--- config.mk ---
export PLATFORM = sky130hd
export DESIGN_NAME = link_mode_ctrl
export DESIGN_NICKNAME = d
export VERILOG_FILES = /design/src/link_mode_pkg.sv /design/src/link_fifo.sv /design/src/link_mode_ctrl.sv
export SDC_FILE = /design/constraint.sdc
export NUM_CORES = 1
export LEC_CHECK = 0
export ABC_AREA = 1
export BUFFER_PORTS_ARGS = -buffer_cell sky130_fd_sc_hd__buf_2
export CAP_MARGIN = 20
export CORE_ASPECT_RATIO = 0.7
export CORE_UTILIZATION = 50
export CTS_CLUSTER_DIAMETER = 200
export DETAILED_ROUTE_END_ITERATION = 10
export GPL_ROUTABILITY_DRIVEN = 0
export MAX_ROUTING_LAYER = met4
export PLACE_DENSITY = 0.64
export SETUP_SLACK_MARGIN = 0.3
export SYNTH_ARGS = -nofsm -noshare
export SYNTH_HDL_FRONTEND = slang
export SYNTH_HIERARCHICAL = 1
export SYNTH_SLANG_ARGS = --single-unit
export TNS_END_PERCENT = 30
--- constraint.sdc ---
create_clock -name aclk -period 3.3 [get_ports aclk]
set_input_delay 0.66 -clock aclk [delete_from_list [all_inputs] [get_ports aclk]]
set_output_delay 0.66 -clock aclk [all_outputs]
set_load 0.02 [all_outputs]
--- src/link_mode_pkg.sv ---
/*
  Constants for the serial link mode controller: register offsets, field
  positions, reset values, mode codes and frequency thresholds.
  Assumes a 100 MHz system clock and a 32-bit AXI4-Lite register bus.
*/
package link_mode_pkg;
  // Register byte offsets
  localparam logic [7:0] ctrl_off = 8'h00;
  localparam logic [7:0] status_off = 8'h04;
  localparam logic [7:0] freq_off = 8'h08;
  localparam logic [7:0] rx_caps_off = 8'h0c;
  // Control register fields
  localparam int auto_dis_bit = 0;
  localparam int force_lsb = 1;
  localparam int hs_ctrl_bit = 3;
  localparam int pll_rst_bit = 5;
  localparam int prot_en_bit = 6;
  localparam logic [31:0] ctrl_reset = 32'h0000_0020;
  // Forced mode codes, 2 bits
  localparam logic [1:0] force_single = 2'h0;
  localparam logic [1:0] force_dual = 2'h1;
  localparam logic [1:0] force_repl = 2'h2;
  localparam logic [1:0] force_second = 2'h3;
  // Frequency thresholds in MHz
  localparam int single_max_mhz = 96;
  localparam int legacy_max_mhz = 85;
  localparam int dual_max_mhz = 170;
  localparam int repl_max_mhz = 85;
  localparam int dual_min_mhz = 96;
  // Measurement window: 1 us at 100 MHz gives pixel count in MHz
  localparam int clk_mhz = 100;
  localparam int window_ns = 1000;
  localparam int window_cycles = window_ns * clk_mhz / 1000;
  // Largest frequency change that does not yet count as a change, MHz
  localparam int freq_change_mhz = 2;
  localparam int pll_rst_cycles = 4;
  localparam int fifo_depth = 16;
  typedef enum logic [2:0] {
    mode_off, mode_single, mode_dual, mode_repl, mode_second
  } link_mode_t;
endpackage

--- src/link_fifo.sv ---
/*
  Synchronous FIFO with valid/ready on both sides.
  Assumes one clock and a synchronous active-low reset.
*/
`timescale 1ns/1ps
`default_nettype none
module link_fifo #(
  parameter int width = 24,
  parameter int depth = 16
) (
  // Clock and reset
  input wire logic aclk,
  input wire logic aresetn,
  input wire logic ce,
  // Fill side
  input wire logic [width-1:0] in_data,
  input wire logic in_valid,
  output logic in_ready,
  // Drain side
  output logic [width-1:0] out_data,
  output logic out_valid,
  input wire logic out_ready
);
  localparam int aw = $clog2(depth);
  logic [width-1:0] mem [depth];
  logic [aw:0] wr_ptr;
  logic [aw:0] rd_ptr;
  logic push;
  logic pop;

  // Full when pointers differ only in the wrap bit
  assign in_ready = (wr_ptr ^ rd_ptr) != {1'b1, {aw{1'b0}}};
  assign out_valid = wr_ptr != rd_ptr;
  assign out_data = mem[rd_ptr[aw-1:0]];
  assign push = ce && in_valid && in_ready;
  assign pop = ce && out_valid && out_ready;

  // Storage carries no reset
  always_ff @(posedge aclk) begin
    if (push) begin
      mem[wr_ptr[aw-1:0]] <= in_data;
    end
  end

  // Pointers
  always_ff @(posedge aclk) begin
    if (!aresetn) begin
      wr_ptr <= '0;
      rd_ptr <= '0;
    end else begin
      if (push) begin
        wr_ptr <= wr_ptr + 1'b1;
      end
      if (pop) begin
        rd_ptr <= rd_ptr + 1'b1;
      end
    end
  end
endmodule
`default_nettype wire

--- src/link_mode_ctrl.sv ---
/*
  Serial link mode controller: picks single, dual, replicate or
  secondary-only mode, steers pixels onto two transmit links, measures
  the pixel rate and holds the PLL-reset-on-frequency-change enable.
  Assumes pixel inputs synchronous to aclk and receiver presence and
  capability levels supplied by the link physical layers.
*/
// The implementer's own choices: register access over AXI4-Lite and the register offsets.
`timescale 1ns/1ps
`default_nettype none
module link_mode_ctrl #(
  parameter int pix_width = 24
) (
  // Clock, reset, enable
  input wire logic aclk,
  input wire logic aresetn,
  input wire logic ce,
  // AXI4-Lite write address
  input wire logic [7:0] s_axi_awaddr,
  input wire logic s_axi_awvalid,
  output logic s_axi_awready,
  // AXI4-Lite write data
  input wire logic [31:0] s_axi_wdata,
  input wire logic [3:0] s_axi_wstrb,
  input wire logic s_axi_wvalid,
  output logic s_axi_wready,
  // AXI4-Lite write response
  output logic [1:0] s_axi_bresp,
  output logic s_axi_bvalid,
  input wire logic s_axi_bready,
  // AXI4-Lite read address
  input wire logic [7:0] s_axi_araddr,
  input wire logic s_axi_arvalid,
  output logic s_axi_arready,
  // AXI4-Lite read data
  output logic [31:0] s_axi_rdata,
  output logic [1:0] s_axi_rresp,
  output logic s_axi_rvalid,
  input wire logic s_axi_rready,
  // Pixel input stream
  input wire logic [pix_width-1:0] pix_data,
  input wire logic pix_valid,
  output logic pix_ready,
  // Downstream receiver probe results
  input wire logic rx0_present,
  input wire logic rx0_dual_cap,
  input wire logic rx0_legacy,
  input wire logic rx0_hs_ctrl_cap,
  input wire logic rx1_present,
  // Transmit link 0
  output logic [pix_width-1:0] tx0_data,
  output logic tx0_valid,
  input wire logic tx0_ready,
  // Transmit link 1
  output logic [pix_width-1:0] tx1_data,
  output logic tx1_valid,
  input wire logic tx1_ready,
  // Link controls
  output logic tx1_phy_en,
  output logic back_chan1_en,
  output logic hs_ctrl_en,
  output logic prot_single_session,
  output logic prot_core2_en,
  output logic pll_reset,
  output logic rate_fault
);
  ////////////////////////////////////////////////////////////////////////
  logic [31:0] ctrl;
  link_mode_pkg::link_mode_t mode;
  link_mode_pkg::link_mode_t next_mode;
  logic aw_got;
  logic w_got;
  logic [7:0] aw_addr;
  logic [31:0] w_data;
  logic [3:0] w_strb;
  logic wr_fire;
  logic wr_hit;
  logic [31:0] rd_word;
  logic auto_dis;
  logic [1:0] force_code;
  logic [7:0] freq_mhz;
  logic [7:0] pix_count;
  logic [7:0] win_cnt;
  logic [2:0] pll_cnt;
  logic phase;
  logic [pix_width-1:0] f_data;
  logic f_valid;
  logic f_ready;
  logic [pix_width-1:0] n_data;
  logic [8:0] freq_diff;
  logic take;
  logic slot0_free;
  logic slot1_free;

  assign auto_dis = ctrl[link_mode_pkg::auto_dis_bit];
  assign force_code = ctrl[link_mode_pkg::force_lsb +: 2];

  ////////////////////////////////////////////////////////////////////////
  // Write channel: address and data taken in either order
  assign wr_fire = aw_got && w_got && !s_axi_bvalid;
  assign wr_hit = aw_addr == link_mode_pkg::ctrl_off;

  always_ff @(posedge aclk) begin
    if (!aresetn) begin
      aw_got <= 1'b0;
      w_got <= 1'b0;
      aw_addr <= 8'h00;
      w_data <= 32'h0000_0000;
      w_strb <= 4'h0;
      s_axi_awready <= 1'b0;
      s_axi_wready <= 1'b0;
      s_axi_bvalid <= 1'b0;
      s_axi_bresp <= 2'h0;
    end else if (ce) begin
      s_axi_awready <= !aw_got && !s_axi_awready && s_axi_awvalid;
      s_axi_wready <= !w_got && !s_axi_wready && s_axi_wvalid;
      if (s_axi_awvalid && s_axi_awready) begin
        aw_got <= 1'b1;
        aw_addr <= s_axi_awaddr;
      end
      if (s_axi_wvalid && s_axi_wready) begin
        w_got <= 1'b1;
        w_data <= s_axi_wdata;
        w_strb <= s_axi_wstrb;
      end
      if (wr_fire) begin
        s_axi_bvalid <= 1'b1;
        s_axi_bresp <= wr_hit ? 2'h0 : 2'h2; // Unmapped writes get SLVERR
        aw_got <= 1'b0;
        w_got <= 1'b0;
      end else if (s_axi_bvalid && s_axi_bready) begin
        s_axi_bvalid <= 1'b0;
      end
    end
  end

  // Control register; forced mode stays until software rewrites it
  always_ff @(posedge aclk) begin
    if (!aresetn) begin
      ctrl <= link_mode_pkg::ctrl_reset;
    end else if (ce && wr_fire && wr_hit) begin
      for (int b = 0; b < 4; b++) begin
        if (w_strb[b]) begin
          ctrl[b*8 +: 8] <= w_data[b*8 +: 8];
        end
      end
    end
  end

  ////////////////////////////////////////////////////////////////////////
  // Read channel, one word, answer two cycles after address valid
  always_comb begin
    unique case (s_axi_araddr)
      link_mode_pkg::ctrl_off: rd_word = ctrl;
      link_mode_pkg::status_off: rd_word = {28'h0000000, pll_reset, mode};
      link_mode_pkg::freq_off: rd_word = {24'h000000, freq_mhz};
      link_mode_pkg::rx_caps_off:
        rd_word = {27'h0000000, rx1_present, rx0_hs_ctrl_cap, rx0_legacy,
                   rx0_dual_cap, rx0_present};
      default: rd_word = 32'h0000_0000;
    endcase
  end

  always_ff @(posedge aclk) begin
    if (!aresetn) begin
      s_axi_arready <= 1'b0;
      s_axi_rvalid <= 1'b0;
      s_axi_rdata <= 32'h0000_0000;
      s_axi_rresp <= 2'h0;
    end else if (ce) begin
      s_axi_arready <= !s_axi_arready && !s_axi_rvalid && s_axi_arvalid;
      if (s_axi_arvalid && s_axi_arready) begin
        s_axi_rvalid <= 1'b1;
        s_axi_rdata <= rd_word;
        s_axi_rresp <= (s_axi_araddr[7:4] == 4'h0 && s_axi_araddr[1:0] == 2'h0)
                       ? 2'h0 : 2'h2;
      end else if (s_axi_rvalid && s_axi_rready) begin
        s_axi_rvalid <= 1'b0;
      end
    end
  end

  ////////////////////////////////////////////////////////////////////////
  // Pixel rate: input pixels counted over a 1 us window give MHz
  always_ff @(posedge aclk) begin
    if (!aresetn) begin
      win_cnt <= 8'h00;
      pix_count <= 8'h00;
      freq_mhz <= 8'h00;
    end else if (ce) begin
      if (win_cnt == 8'(link_mode_pkg::window_cycles - 1)) begin
        win_cnt <= 8'h00;
        pix_count <= 8'h00;
        freq_mhz <= pix_count;
      end else begin
        win_cnt <= win_cnt + 8'h01;
        if (pix_valid && pix_ready) begin
          pix_count <= pix_count + 8'h01;
        end
      end
    end
  end

  // Rate step seen by the PLL logic at each window end
  assign freq_diff = (pix_count > freq_mhz) ? {1'b0, pix_count - freq_mhz}
                                            : {1'b0, freq_mhz - pix_count};

  // PLL reset pulse of pll_rst_cycles cycles on a rate change, only while enabled
  always_ff @(posedge aclk) begin
    if (!aresetn) begin
      pll_cnt <= 3'h0;
      pll_reset <= 1'b0;
    end else if (ce) begin
      if (!ctrl[link_mode_pkg::pll_rst_bit]) begin
        pll_cnt <= 3'h0;
        pll_reset <= 1'b0;
      end else if (win_cnt == 8'(link_mode_pkg::window_cycles - 1) &&
                   freq_diff > 9'(link_mode_pkg::freq_change_mhz)) begin
        pll_cnt <= 3'(link_mode_pkg::pll_rst_cycles);
        pll_reset <= 1'b1;
      end else if (pll_cnt != 3'h0) begin
        pll_cnt <= pll_cnt - 3'h1;
        pll_reset <= pll_cnt != 3'h1;
      end
    end
  end

  ////////////////////////////////////////////////////////////////////////
  // Mode choice from forcing, receiver probes and pixel rate
  always_comb begin
    next_mode = link_mode_pkg::mode_off;
    if (auto_dis) begin
      unique case (force_code)
        link_mode_pkg::force_single: next_mode = link_mode_pkg::mode_single;
        link_mode_pkg::force_dual: next_mode = link_mode_pkg::mode_dual;
        link_mode_pkg::force_repl: next_mode = link_mode_pkg::mode_repl;
        link_mode_pkg::force_second: next_mode = link_mode_pkg::mode_second;
      endcase
    end else if (rx0_present && rx1_present && !rx0_dual_cap) begin
      next_mode = link_mode_pkg::mode_repl;
    end else if (rx0_present && rx0_dual_cap &&
                 freq_mhz >= 8'(link_mode_pkg::dual_min_mhz)) begin
      next_mode = link_mode_pkg::mode_dual;
    end else if (rx0_present) begin
      next_mode = link_mode_pkg::mode_single;
    end else if (rx1_present) begin
      next_mode = link_mode_pkg::mode_second;
    end
  end

  always_ff @(posedge aclk) begin
    if (!aresetn) begin
      mode <= link_mode_pkg::mode_off;
    end else if (ce) begin
      mode <= next_mode;
    end
  end

  // Rate above what the mode or receiver allows
  always_ff @(posedge aclk) begin
    if (!aresetn) begin
      rate_fault <= 1'b0;
    end else if (ce) begin
      unique case (mode)
        link_mode_pkg::mode_single, link_mode_pkg::mode_second:
          rate_fault <= freq_mhz > 8'(rx0_legacy ? link_mode_pkg::legacy_max_mhz
                                                 : link_mode_pkg::single_max_mhz);
        link_mode_pkg::mode_dual:
          rate_fault <= freq_mhz > 8'(link_mode_pkg::dual_max_mhz);
        link_mode_pkg::mode_repl:
          rate_fault <= freq_mhz > 8'(link_mode_pkg::repl_max_mhz);
        link_mode_pkg::mode_off: rate_fault <= 1'b0;
      endcase
    end
  end

  // Link side controls
  always_ff @(posedge aclk) begin
    if (!aresetn) begin
      tx1_phy_en <= 1'b0;
      back_chan1_en <= 1'b0;
      hs_ctrl_en <= 1'b0;
      prot_single_session <= 1'b0;
      prot_core2_en <= 1'b0;
    end else if (ce) begin
      tx1_phy_en <= mode != link_mode_pkg::mode_single &&
                    mode != link_mode_pkg::mode_off;
      back_chan1_en <= mode != link_mode_pkg::mode_single &&
                       mode != link_mode_pkg::mode_off;
      hs_ctrl_en <= ctrl[link_mode_pkg::hs_ctrl_bit] && rx0_hs_ctrl_cap &&
                    !(auto_dis && force_code == link_mode_pkg::force_single) &&
                    (mode == link_mode_pkg::mode_single ||
                     mode == link_mode_pkg::mode_dual);
      prot_single_session <= ctrl[link_mode_pkg::prot_en_bit] &&
                             mode == link_mode_pkg::mode_dual;
      prot_core2_en <= ctrl[link_mode_pkg::prot_en_bit] &&
                       mode == link_mode_pkg::mode_repl;
    end
  end

  ////////////////////////////////////////////////////////////////////////
  // Pixel FIFO in front of the link steering
  link_fifo #(
    .width(pix_width),
    .depth(link_mode_pkg::fifo_depth)
  ) u_fifo (
    .aclk(aclk),
    .aresetn(aresetn),
    .ce(ce),
    .in_data(pix_data),
    .in_valid(pix_valid && pix_ready),
    .in_ready(f_ready),
    .out_data(n_data),
    .out_valid(f_valid),
    .out_ready(take)
  );
  assign f_data = n_data;

  // FIFO ready feeds back to the source through a register
  always_ff @(posedge aclk) begin
    if (!aresetn) begin
      pix_ready <= 1'b0;
    end else if (ce) begin
      pix_ready <= f_ready && !(pix_valid && pix_ready);
    end
  end

  // A pixel leaves when its target link slot is free
  assign slot0_free = !tx0_valid || tx0_ready;
  assign slot1_free = !tx1_valid || tx1_ready;
  always_comb begin
    take = 1'b0;
    unique case (mode)
      link_mode_pkg::mode_single: take = f_valid && slot0_free;
      link_mode_pkg::mode_second: take = f_valid && slot1_free;
      link_mode_pkg::mode_dual: take = f_valid && (phase ? slot1_free : slot0_free);
      link_mode_pkg::mode_repl: take = f_valid && slot0_free && slot1_free;
      link_mode_pkg::mode_off: take = 1'b0;
    endcase
  end

  // Link 0 output register
  always_ff @(posedge aclk) begin
    if (!aresetn) begin
      tx0_valid <= 1'b0;
      tx0_data <= '0;
    end else if (ce) begin
      if (take && (mode == link_mode_pkg::mode_single ||
                   mode == link_mode_pkg::mode_repl ||
                   (mode == link_mode_pkg::mode_dual && !phase))) begin
        tx0_valid <= 1'b1;
        tx0_data <= f_data;
      end else if (tx0_ready) begin
        tx0_valid <= 1'b0;
      end
    end
  end

  // Link 1 output register; odd pixels in dual mode
  always_ff @(posedge aclk) begin
    if (!aresetn) begin
      tx1_valid <= 1'b0;
      tx1_data <= '0;
      phase <= 1'b0;
    end else if (ce) begin
      if (mode != link_mode_pkg::mode_dual) begin
        phase <= 1'b0;
      end else if (take) begin
        phase <= !phase;
      end
      if (take && (mode == link_mode_pkg::mode_second ||
                   mode == link_mode_pkg::mode_repl ||
                   (mode == link_mode_pkg::mode_dual && phase))) begin
        tx1_valid <= 1'b1;
        tx1_data <= f_data;
      end else if (tx1_ready) begin
        tx1_valid <= 1'b0;
      end
    end
  end
endmodule
`default_nettype wire

==> flow_metrics.py, run 1 <==
metrics = {
    "status": {
        "status": "complete, no violations",
    },
    "global_routing": {
        "grt_use_met1": 0.358,
        "top_usage_layer": "met2",
        "grt_pass1_vias": 17283,
        "grt_overflow_total": 0,
        "antenna_found_initial": 2,
        "grt_max_degree": 127,
        "gr-usage-met2": 0.373,
        "grt_pass1_wl_um": 98100,
        "globalRouteMet3Util": 0.0358,
        "grt_util_all_layers": 0.251,
    },
    "clock_tree": {
        "post_cts_resized": 0,
        "post_cts_buffers": 0,
        "worst_skew_pair.late_latency_ns": 0.63,
        "clock-sinks": 603,
        "cts_buffer_depth": 3,
        "cts_hold_buf": 0,
        "numCtsBuffers": 56,
        "htree_levels": 2,
        "root_buffer": "clkbuf_16",
        "path_clk_slew_ns": 0.07,
        "cts_tree": "yes",
    },
    "synth": {
        "synth_cells": 2527,
        "ys_ff_latch": 603,
        "yosysTopAreaCellShare": 0.453,
        "seq_area_frac_synth": 0.625,
        "synth_cell_types": 47,
        "synth_area_sq_mm": 0.0254,
        "synth_area_per_cell_sq_um": 10.1,
        "ys_warn_count": 6,
        "synth_ff_type": "edfxtp_1",
        "synth.area.top_cells": "edfxtp_1, dfxtp_1, a21oi_1",
        "synth_edf_count": 384,
        "synthArstFlopShare": 0,
        "yosys.area.top_type": "edfxtp_1",
    },
    "die": {
        "die_area_sq_mm": 0.0518,
        "initial_core_util": 0.511,
        "coreArea_sq_mm": 0.0498,
        "io_pins": 191,
        "die_w_um": 272,
        "row_count": 68,
        "fp.dieH_um": 191,
    },
    "final_layout": {
        "utilization": 0.583,
        "regArea_sq_mm": 0.0159,
        "final.fill_count": 4175,
        "fin_cells": 3389,
        "area_delta_synth_final_pct": 14.1,
        "nets": 2801,
        "final_common_cell": "edfxtp_1",
        "drive_above_1_share": 0.143,
        "layout_common_cells": "edfxtp_1, nand2_1, inv_1, a21oi_1, nand3_1",
        "multi_input_area_sq_mm": 0.00756,
    },
    "critical_path": {
        "critical_path_class": "flop to flop",
        "crit_path_max_fanout": 10,
        "reg2reg_depth": 15,
        "critical_path_required_ns": 3.80,
        "rr_startpoint": "freq_mhz[2]",
        "cp-end-kind": "flop",
        "cp.arrival_ns": 3.10,
        "start_kind": "flop",
        "cp-startpoint": "freq_mhz[2]",
    },
    "pwr": {
        "ir_worst_vdd_mv": 0.405,
        "powerDensity_mw_per_mm2": 526,
        "power.leakage_uw": 0.0109,
    },
    "route": {
        "routedWlPerCell_um": 18.7,
        "drtIter0Drc": 1733,
        "drt.antenna.violating_nets": 0,
        "finalWirelength_um": 63500,
        "dr.pass1.iters": 5,
        "drc": 0,
        "vias_per_cell": 5.49,
        "num_vias": 18621,
    },
    "worst_hold_path": {
        "hold_depth": 4,
        "hold_class": "primary input to flop",
        "min-delay-start": "s_axi_rready",
    },
    "timing": {
        "fmax_mhz": 385,
        "fin_skew_ns": 0.0204,
        "slew_headroom": 0.310,
        "whs_ns": 0.309,
        "finalCriticalPeriod_ns": 2.59,
        "layout_setup_ws_ns": 0.705,
        "fin_crit_sh": 0.786,
        "tightest_slew_ns": 1.03,
        "tns_ns": 0,
        "rsz0062_at_grt": "no",
        "final-hold-violation-count": 0,
        "finalMaxSlewViolations": 0,
        "setup_violations": 0,
    },
    "placed_design": {
        "dpl.cell_count": 3281,
        "place_hpwl_um": 39900,
        "dp_slack_ns": 0.655,
        "port_buffers": 188,
    },
    "flow_run": {
        "maxCapViolCount": 0,
    },
}
## worst max-delay path, cell delays in order (launching register included)
cell	delay, ns
dfxtp_1	0.46
inv_1	0.15
ha_1	0.51
nand2_1	0.18
nor2_1	0.18
nand2_1	0.10
nand3_1	0.07
nand2_1	0.05
nand3_1	0.07
nor2_1	0.05
nand2_1	0.07
nand3_2	0.12
nand3_2	0.11
nand2_1	0.09
o21ai_0	0.21
nor2_1	0.06
## power by group
| part | leakage [uW] | internal [uW] | switching, uW |
|---|---|---|---|
| logic | 0.00478 | 204 | 433 |
| registers | 0.00522 | 8070 | 48.2 |
| clock network | 0.000919 | 3690 | 2840 |
## final timing paths
path                                     end  slack [ns]
worst max-delay path              pll_cnt[0]        0.71
worst min-delay path            s_axi_rvalid        0.31
worst max register to register    pll_cnt[0]        0.71
worst min register to register       ctrl[4]        0.45
## metrics by stage
stage | total power, uW | instance area, sq um
after global placement | 8900 | 27100
after CTS | 15400 | 29000
after global routing | 15800 | 29000
final | 15300 | 29000
after floorplan | 8660 | 25400
after detailed placement | 8920 | 27200
## per-layer routing
metal | up-vias | share of wire | wire [um]
met5 | - | 0 | 0
met4 | 0 | 0.026 | 1670
met3 | 124 | 0.064 | 4050
met2 | 586 | 0.45 | 28700
met1 | 8921 | 0.46 | 29100
li1 | 8990 | - | -
## synth_stat cells (3+ instances only)
| master | number |
|---|---|
| a31oi_1 | 4 |
| buf_6 | 12 |
| dfxtp_1 | 219 |
| o211ai_1 | 101 |
| nor2_4 | 3 |
| buf_1 | 15 |
| nand2_2 | 8 |
| a211oi_1 | 4 |
| nor2_2 | 3 |
| inv_2 | 11 |
| xor2_1 | 4 |
| nor2_1 | 73 |
| nand3_2 | 3 |
| nand2_1 | 345 |
| o21ai_0 | 205 |
| inv_1 | 336 |
| clkbuf_1 | 59 |
| xnor2_1 | 3 |
| o21ai_1 | 28 |
| nand3_1 | 243 |
| nand4_1 | 15 |
| buf_2 | 34 |
| o22ai_1 | 8 |
| buf_4 | 27 |
| ha_1 | 33 |
| a21oi_2 | 3 |
| a21oi_1 | 303 |
| edfxtp_1 | 384 |
| nor3_1 | 12 |
## final cells by class
| cell class | instances | share of cell area |
|---|---|---|
| antenna | 2 | 0.000172 |
| clock buffer | 78 | 0.0546 |
| clock inverter | 28 | 0.00931 |
| inverter | 350 | 0.0453 |
| multi-input combinational | 1428 | 0.260 |
| sequential | 603 | 0.548 |
| tap | 665 | 0.0287 |
| timing repair buffer | 235 | 0.0530 |
## cell families after synthesis
logic type,share of synthesized area
simple gates,0.128
fa+ha+maj,0.0178
compound gates,0.144
flops,0.625
xor+xnor,0.00241
other cells,0.000147
buf+inv,0.0826
## flip-flops by register name (all words and copies together), names as in the netlist, 3 cells and up, named ones only
signal / cells
u_fifo/mem: 384
ctrl: 32
s_axi_rdata: 32
w_data: 32
tx0_data: 24
tx1_data: 24
aw_addr: 8
freq_mhz: 8
pix_count: 8
win_cnt: 8
u_fifo/rd_ptr: 5
u_fifo/wr_ptr: 5
w_strb: 4
mode: 3
pll_cnt: 3
Note: power is estimated with default switching activity, not from simulation.
==> run 2, diff against run 1 <==
PLACE_DENSITY = 0.67   (was 0.64)
clock period = 2.25 ns   (was 3.3 ns; I/O delays follow)
==> run 2 against run 1 <==
Effect of this change: the flow now finishes with violations (negative setup slack); power increased by 45%; wire length increased by 9.4%; sequential power increased by 47%; combinational power increased by 79%; clock skew increased by 0.013 ns; die area unchanged; largest cell class unchanged; highest routed layer unchanged.
==> flow_metrics.py, run 2 (synthesis gave the netlist of run 1 again) <==
metrics = {
    "status": {
        "status": "finished, violations left",
        "failed_checks": "negative setup slack",
    },
    "route": {
        "dr.pass1.iters": 6,
        "drc": 0,
        "drt.antenna.violating_nets": 0,
        "num_vias": 19381,
        "vias_per_cell": 5.59,
        "drtIter0Drc": 2351,
        "routedWlPerCell_um": 20.1,
        "finalWirelength_um": 69500,
    },
    "timing": {
        "setup_violations": 3,
        "finalMaxSlewViolations": 0,
        "layout_setup_ws_ns": -0.0737,
        "fmax_mhz": 430,
        "final-hold-violation-count": 0,
        "slew_headroom": 0.401,
        "whs_ns": 0.149,
        "fin_crit_sh": 1.03,
        "tightest_slew_ns": 0.896,
        "finalCriticalPeriod_ns": 2.32,
        "fin_skew_ns": 0.0333,
        "rsz0062_at_grt": "yes",
    },
    "final_layout": {
        "multi_input_area_sq_mm": 0.00823,
        "regArea_sq_mm": 0.0160,
        "final.fill_count": 3978,
        "layout_common_cells": "edfxtp_1, inv_1, nand2_1, a21oi_1, nand3_1",
        "fin_cells": 3464,
        "largest_register_ffs": 384,
        "final_common_cell": "edfxtp_1",
        "area_delta_synth_final_pct": 20.5,
        "nets": 2888,
        "drive_above_1_share": 0.211,
    },
    "placed_design": {
        "dp_slack_ns": -0.0868,
        "port_buffers": 188,
        "dpl.cell_count": 3320,
        "place_hpwl_um": 40700,
    },
    "critical_path": {
        "crit_cells": 15,
        "r2r-end": "pll_cnt[1]",
        "critical_path.top_delay_family": "simple AND/OR/NAND/NOR gates",
        "critical_path_class": "flop to flop",
        "critical_path_required_ns": 2.77,
        "max_stage_delay_ns": 0.38,
        "cp.arrival_ns": 2.85,
        "crit_path_max_fanout": 4,
        "endpoint": "pll_cnt[1]",
        "cp_common_cell": "nand2_1",
        "cp_cell_sequence": "inv_1 > ha_1 > nand2_1 > o21ai_1 > nand2_1 > nand2_1 > nand2_1 > nand2_1 > nand3_1 > nand3_2 > buf_6 > nand2_4 > nor2_2 > nand3_1 > a21oi_2",
        "cp.buffers_inverters": 2,
        "cp-end-kind": "flop",
        "cp-startpoint": "freq_mhz[1]",
        "rr_startpoint": "freq_mhz[1]",
        "start_kind": "flop",
        "cpMaxStageDelayCell": "dfxtp_2",
        "r2r_setup_slack_ns": -0.07,
        "reg2reg_depth": 15,
    },
    "die": {
        "die_w_um": 272,
        "die_area_sq_mm": 0.0518,
        "initial_core_util": 0.511,
        "fp.dieH_um": 191,
        "coreArea_sq_mm": 0.0498,
        "row_count": 68,
        "io_pins": 191,
    },
    "global_routing": {
        "grt_util_all_layers": 0.261,
        "antenna_found_initial": 2,
        "grt_overflow_total": 0,
        "grt_max_degree": 80,
        "grt_pass1_wl_um": 102000,
        "grt_pass1_vias": 17728,
    },
    "pwr": {
        "ir_worst_vdd_mv": 0.670,
        "power.leakage_uw": 0.0115,
        "powerDensity_mw_per_mm2": 723,
    },
    "worst_hold_path": {
        "hold_class": "primary input to flop",
        "hold_depth": 4,
    },
    "clock_tree": {
        "clock-sinks": 603,
        "cts_tree": "yes",
        "worst_skew_pair.late_latency_ns": 0.60,
        "cts_hold_buf": 0,
        "htree_levels": 2,
        "root_buffer": "clkbuf_16",
        "numCtsBuffers": 55,
        "path_clk_slew_ns": 0.06,
        "cts_buffer_depth": 3,
    },
    "flow_run": {
        "maxCapViolCount": 0,
    },
}
run 2: tightest hold or removal path, delay by kind of cell:
kind / cells / cell delay (ns)
and+or+nand+nor: 2 / 0.09
buffers and inverters: 1 / 0.08
AOI/OAI and AO/OA: 1 / 0.05
run 2: routing by layer:
metal,track usage,routed length (um),up-vias
met5,-,0,-
met4,0.0614,1410,0
met3,0.0416,5760,107
met2,0.394,31600,772
met1,0.372,30700,9350
li1,-,-,9152
run 2: repair_timing:
| action | in CTS | in global routing |
|---|---|---|
| setup buffers | 15 | 24 |
| gates resized for setup | 25 | 183 |
| pin swaps | 9 | 63 |
| gates cloned | 2 | 8 |
| setup endpoints to repair | 347 | 395 |
run 2: area by class of cell:
class / instances / area share
antenna: 2 / 0.000163
clock buffer: 76 / 0.0489
clock inverter: 17 / 0.00661
inverter: 350 / 0.0439
multi-input combinational: 1433 / 0.268
sequential: 603 / 0.521
tap: 665 / 0.0271
timing repair buffer: 318 / 0.0841
run 2: power by group:
part,switching (uW),leakage [uW],internal [uW],total [uW]
Sequential,69.9,0.00523,11800,11900
Clock,4030,0.000835,5100,9130
Combinational,741,0.00547,395,1140
Total,4840,0.0115,17300,22200
run 2: worst min-delay path by stage:
| stage | startpoint | endpoint | slack, ns |
|---|---|---|---|
| floorplan | w_data[5] | w_data[5] | 0.42 |
| global placement | w_data[23] | ctrl[23] | 0.44 |
| detailed placement | w_data[25] | w_data[25] | 0.44 |
| CTS | s_axi_rready | s_axi_rvalid | 0.12 |
| global route | s_axi_awaddr[3] | aw_addr[3] | 0.13 |
| finish | s_axi_rready | s_axi_rvalid | 0.15 |
run 2: per-stage QoR:
| step | instance area, sq um | util | total power [uW] | setup TNS (ns) |
|---|---|---|---|---|
| after detailed placement | 27700 | 0.556 | 13100 | -0.267 |
| after global placement | 27700 | 0.556 | 13100 | -0.0208 |
| final | 30700 | 0.616 | 22200 | -0.164 |
| after floorplan | 25500 | - | 12700 | 0 |
| after CTS | 29600 | 0.595 | 22200 | 0 |
| after global routing | 30700 | 0.616 | 22800 | -0.671 |
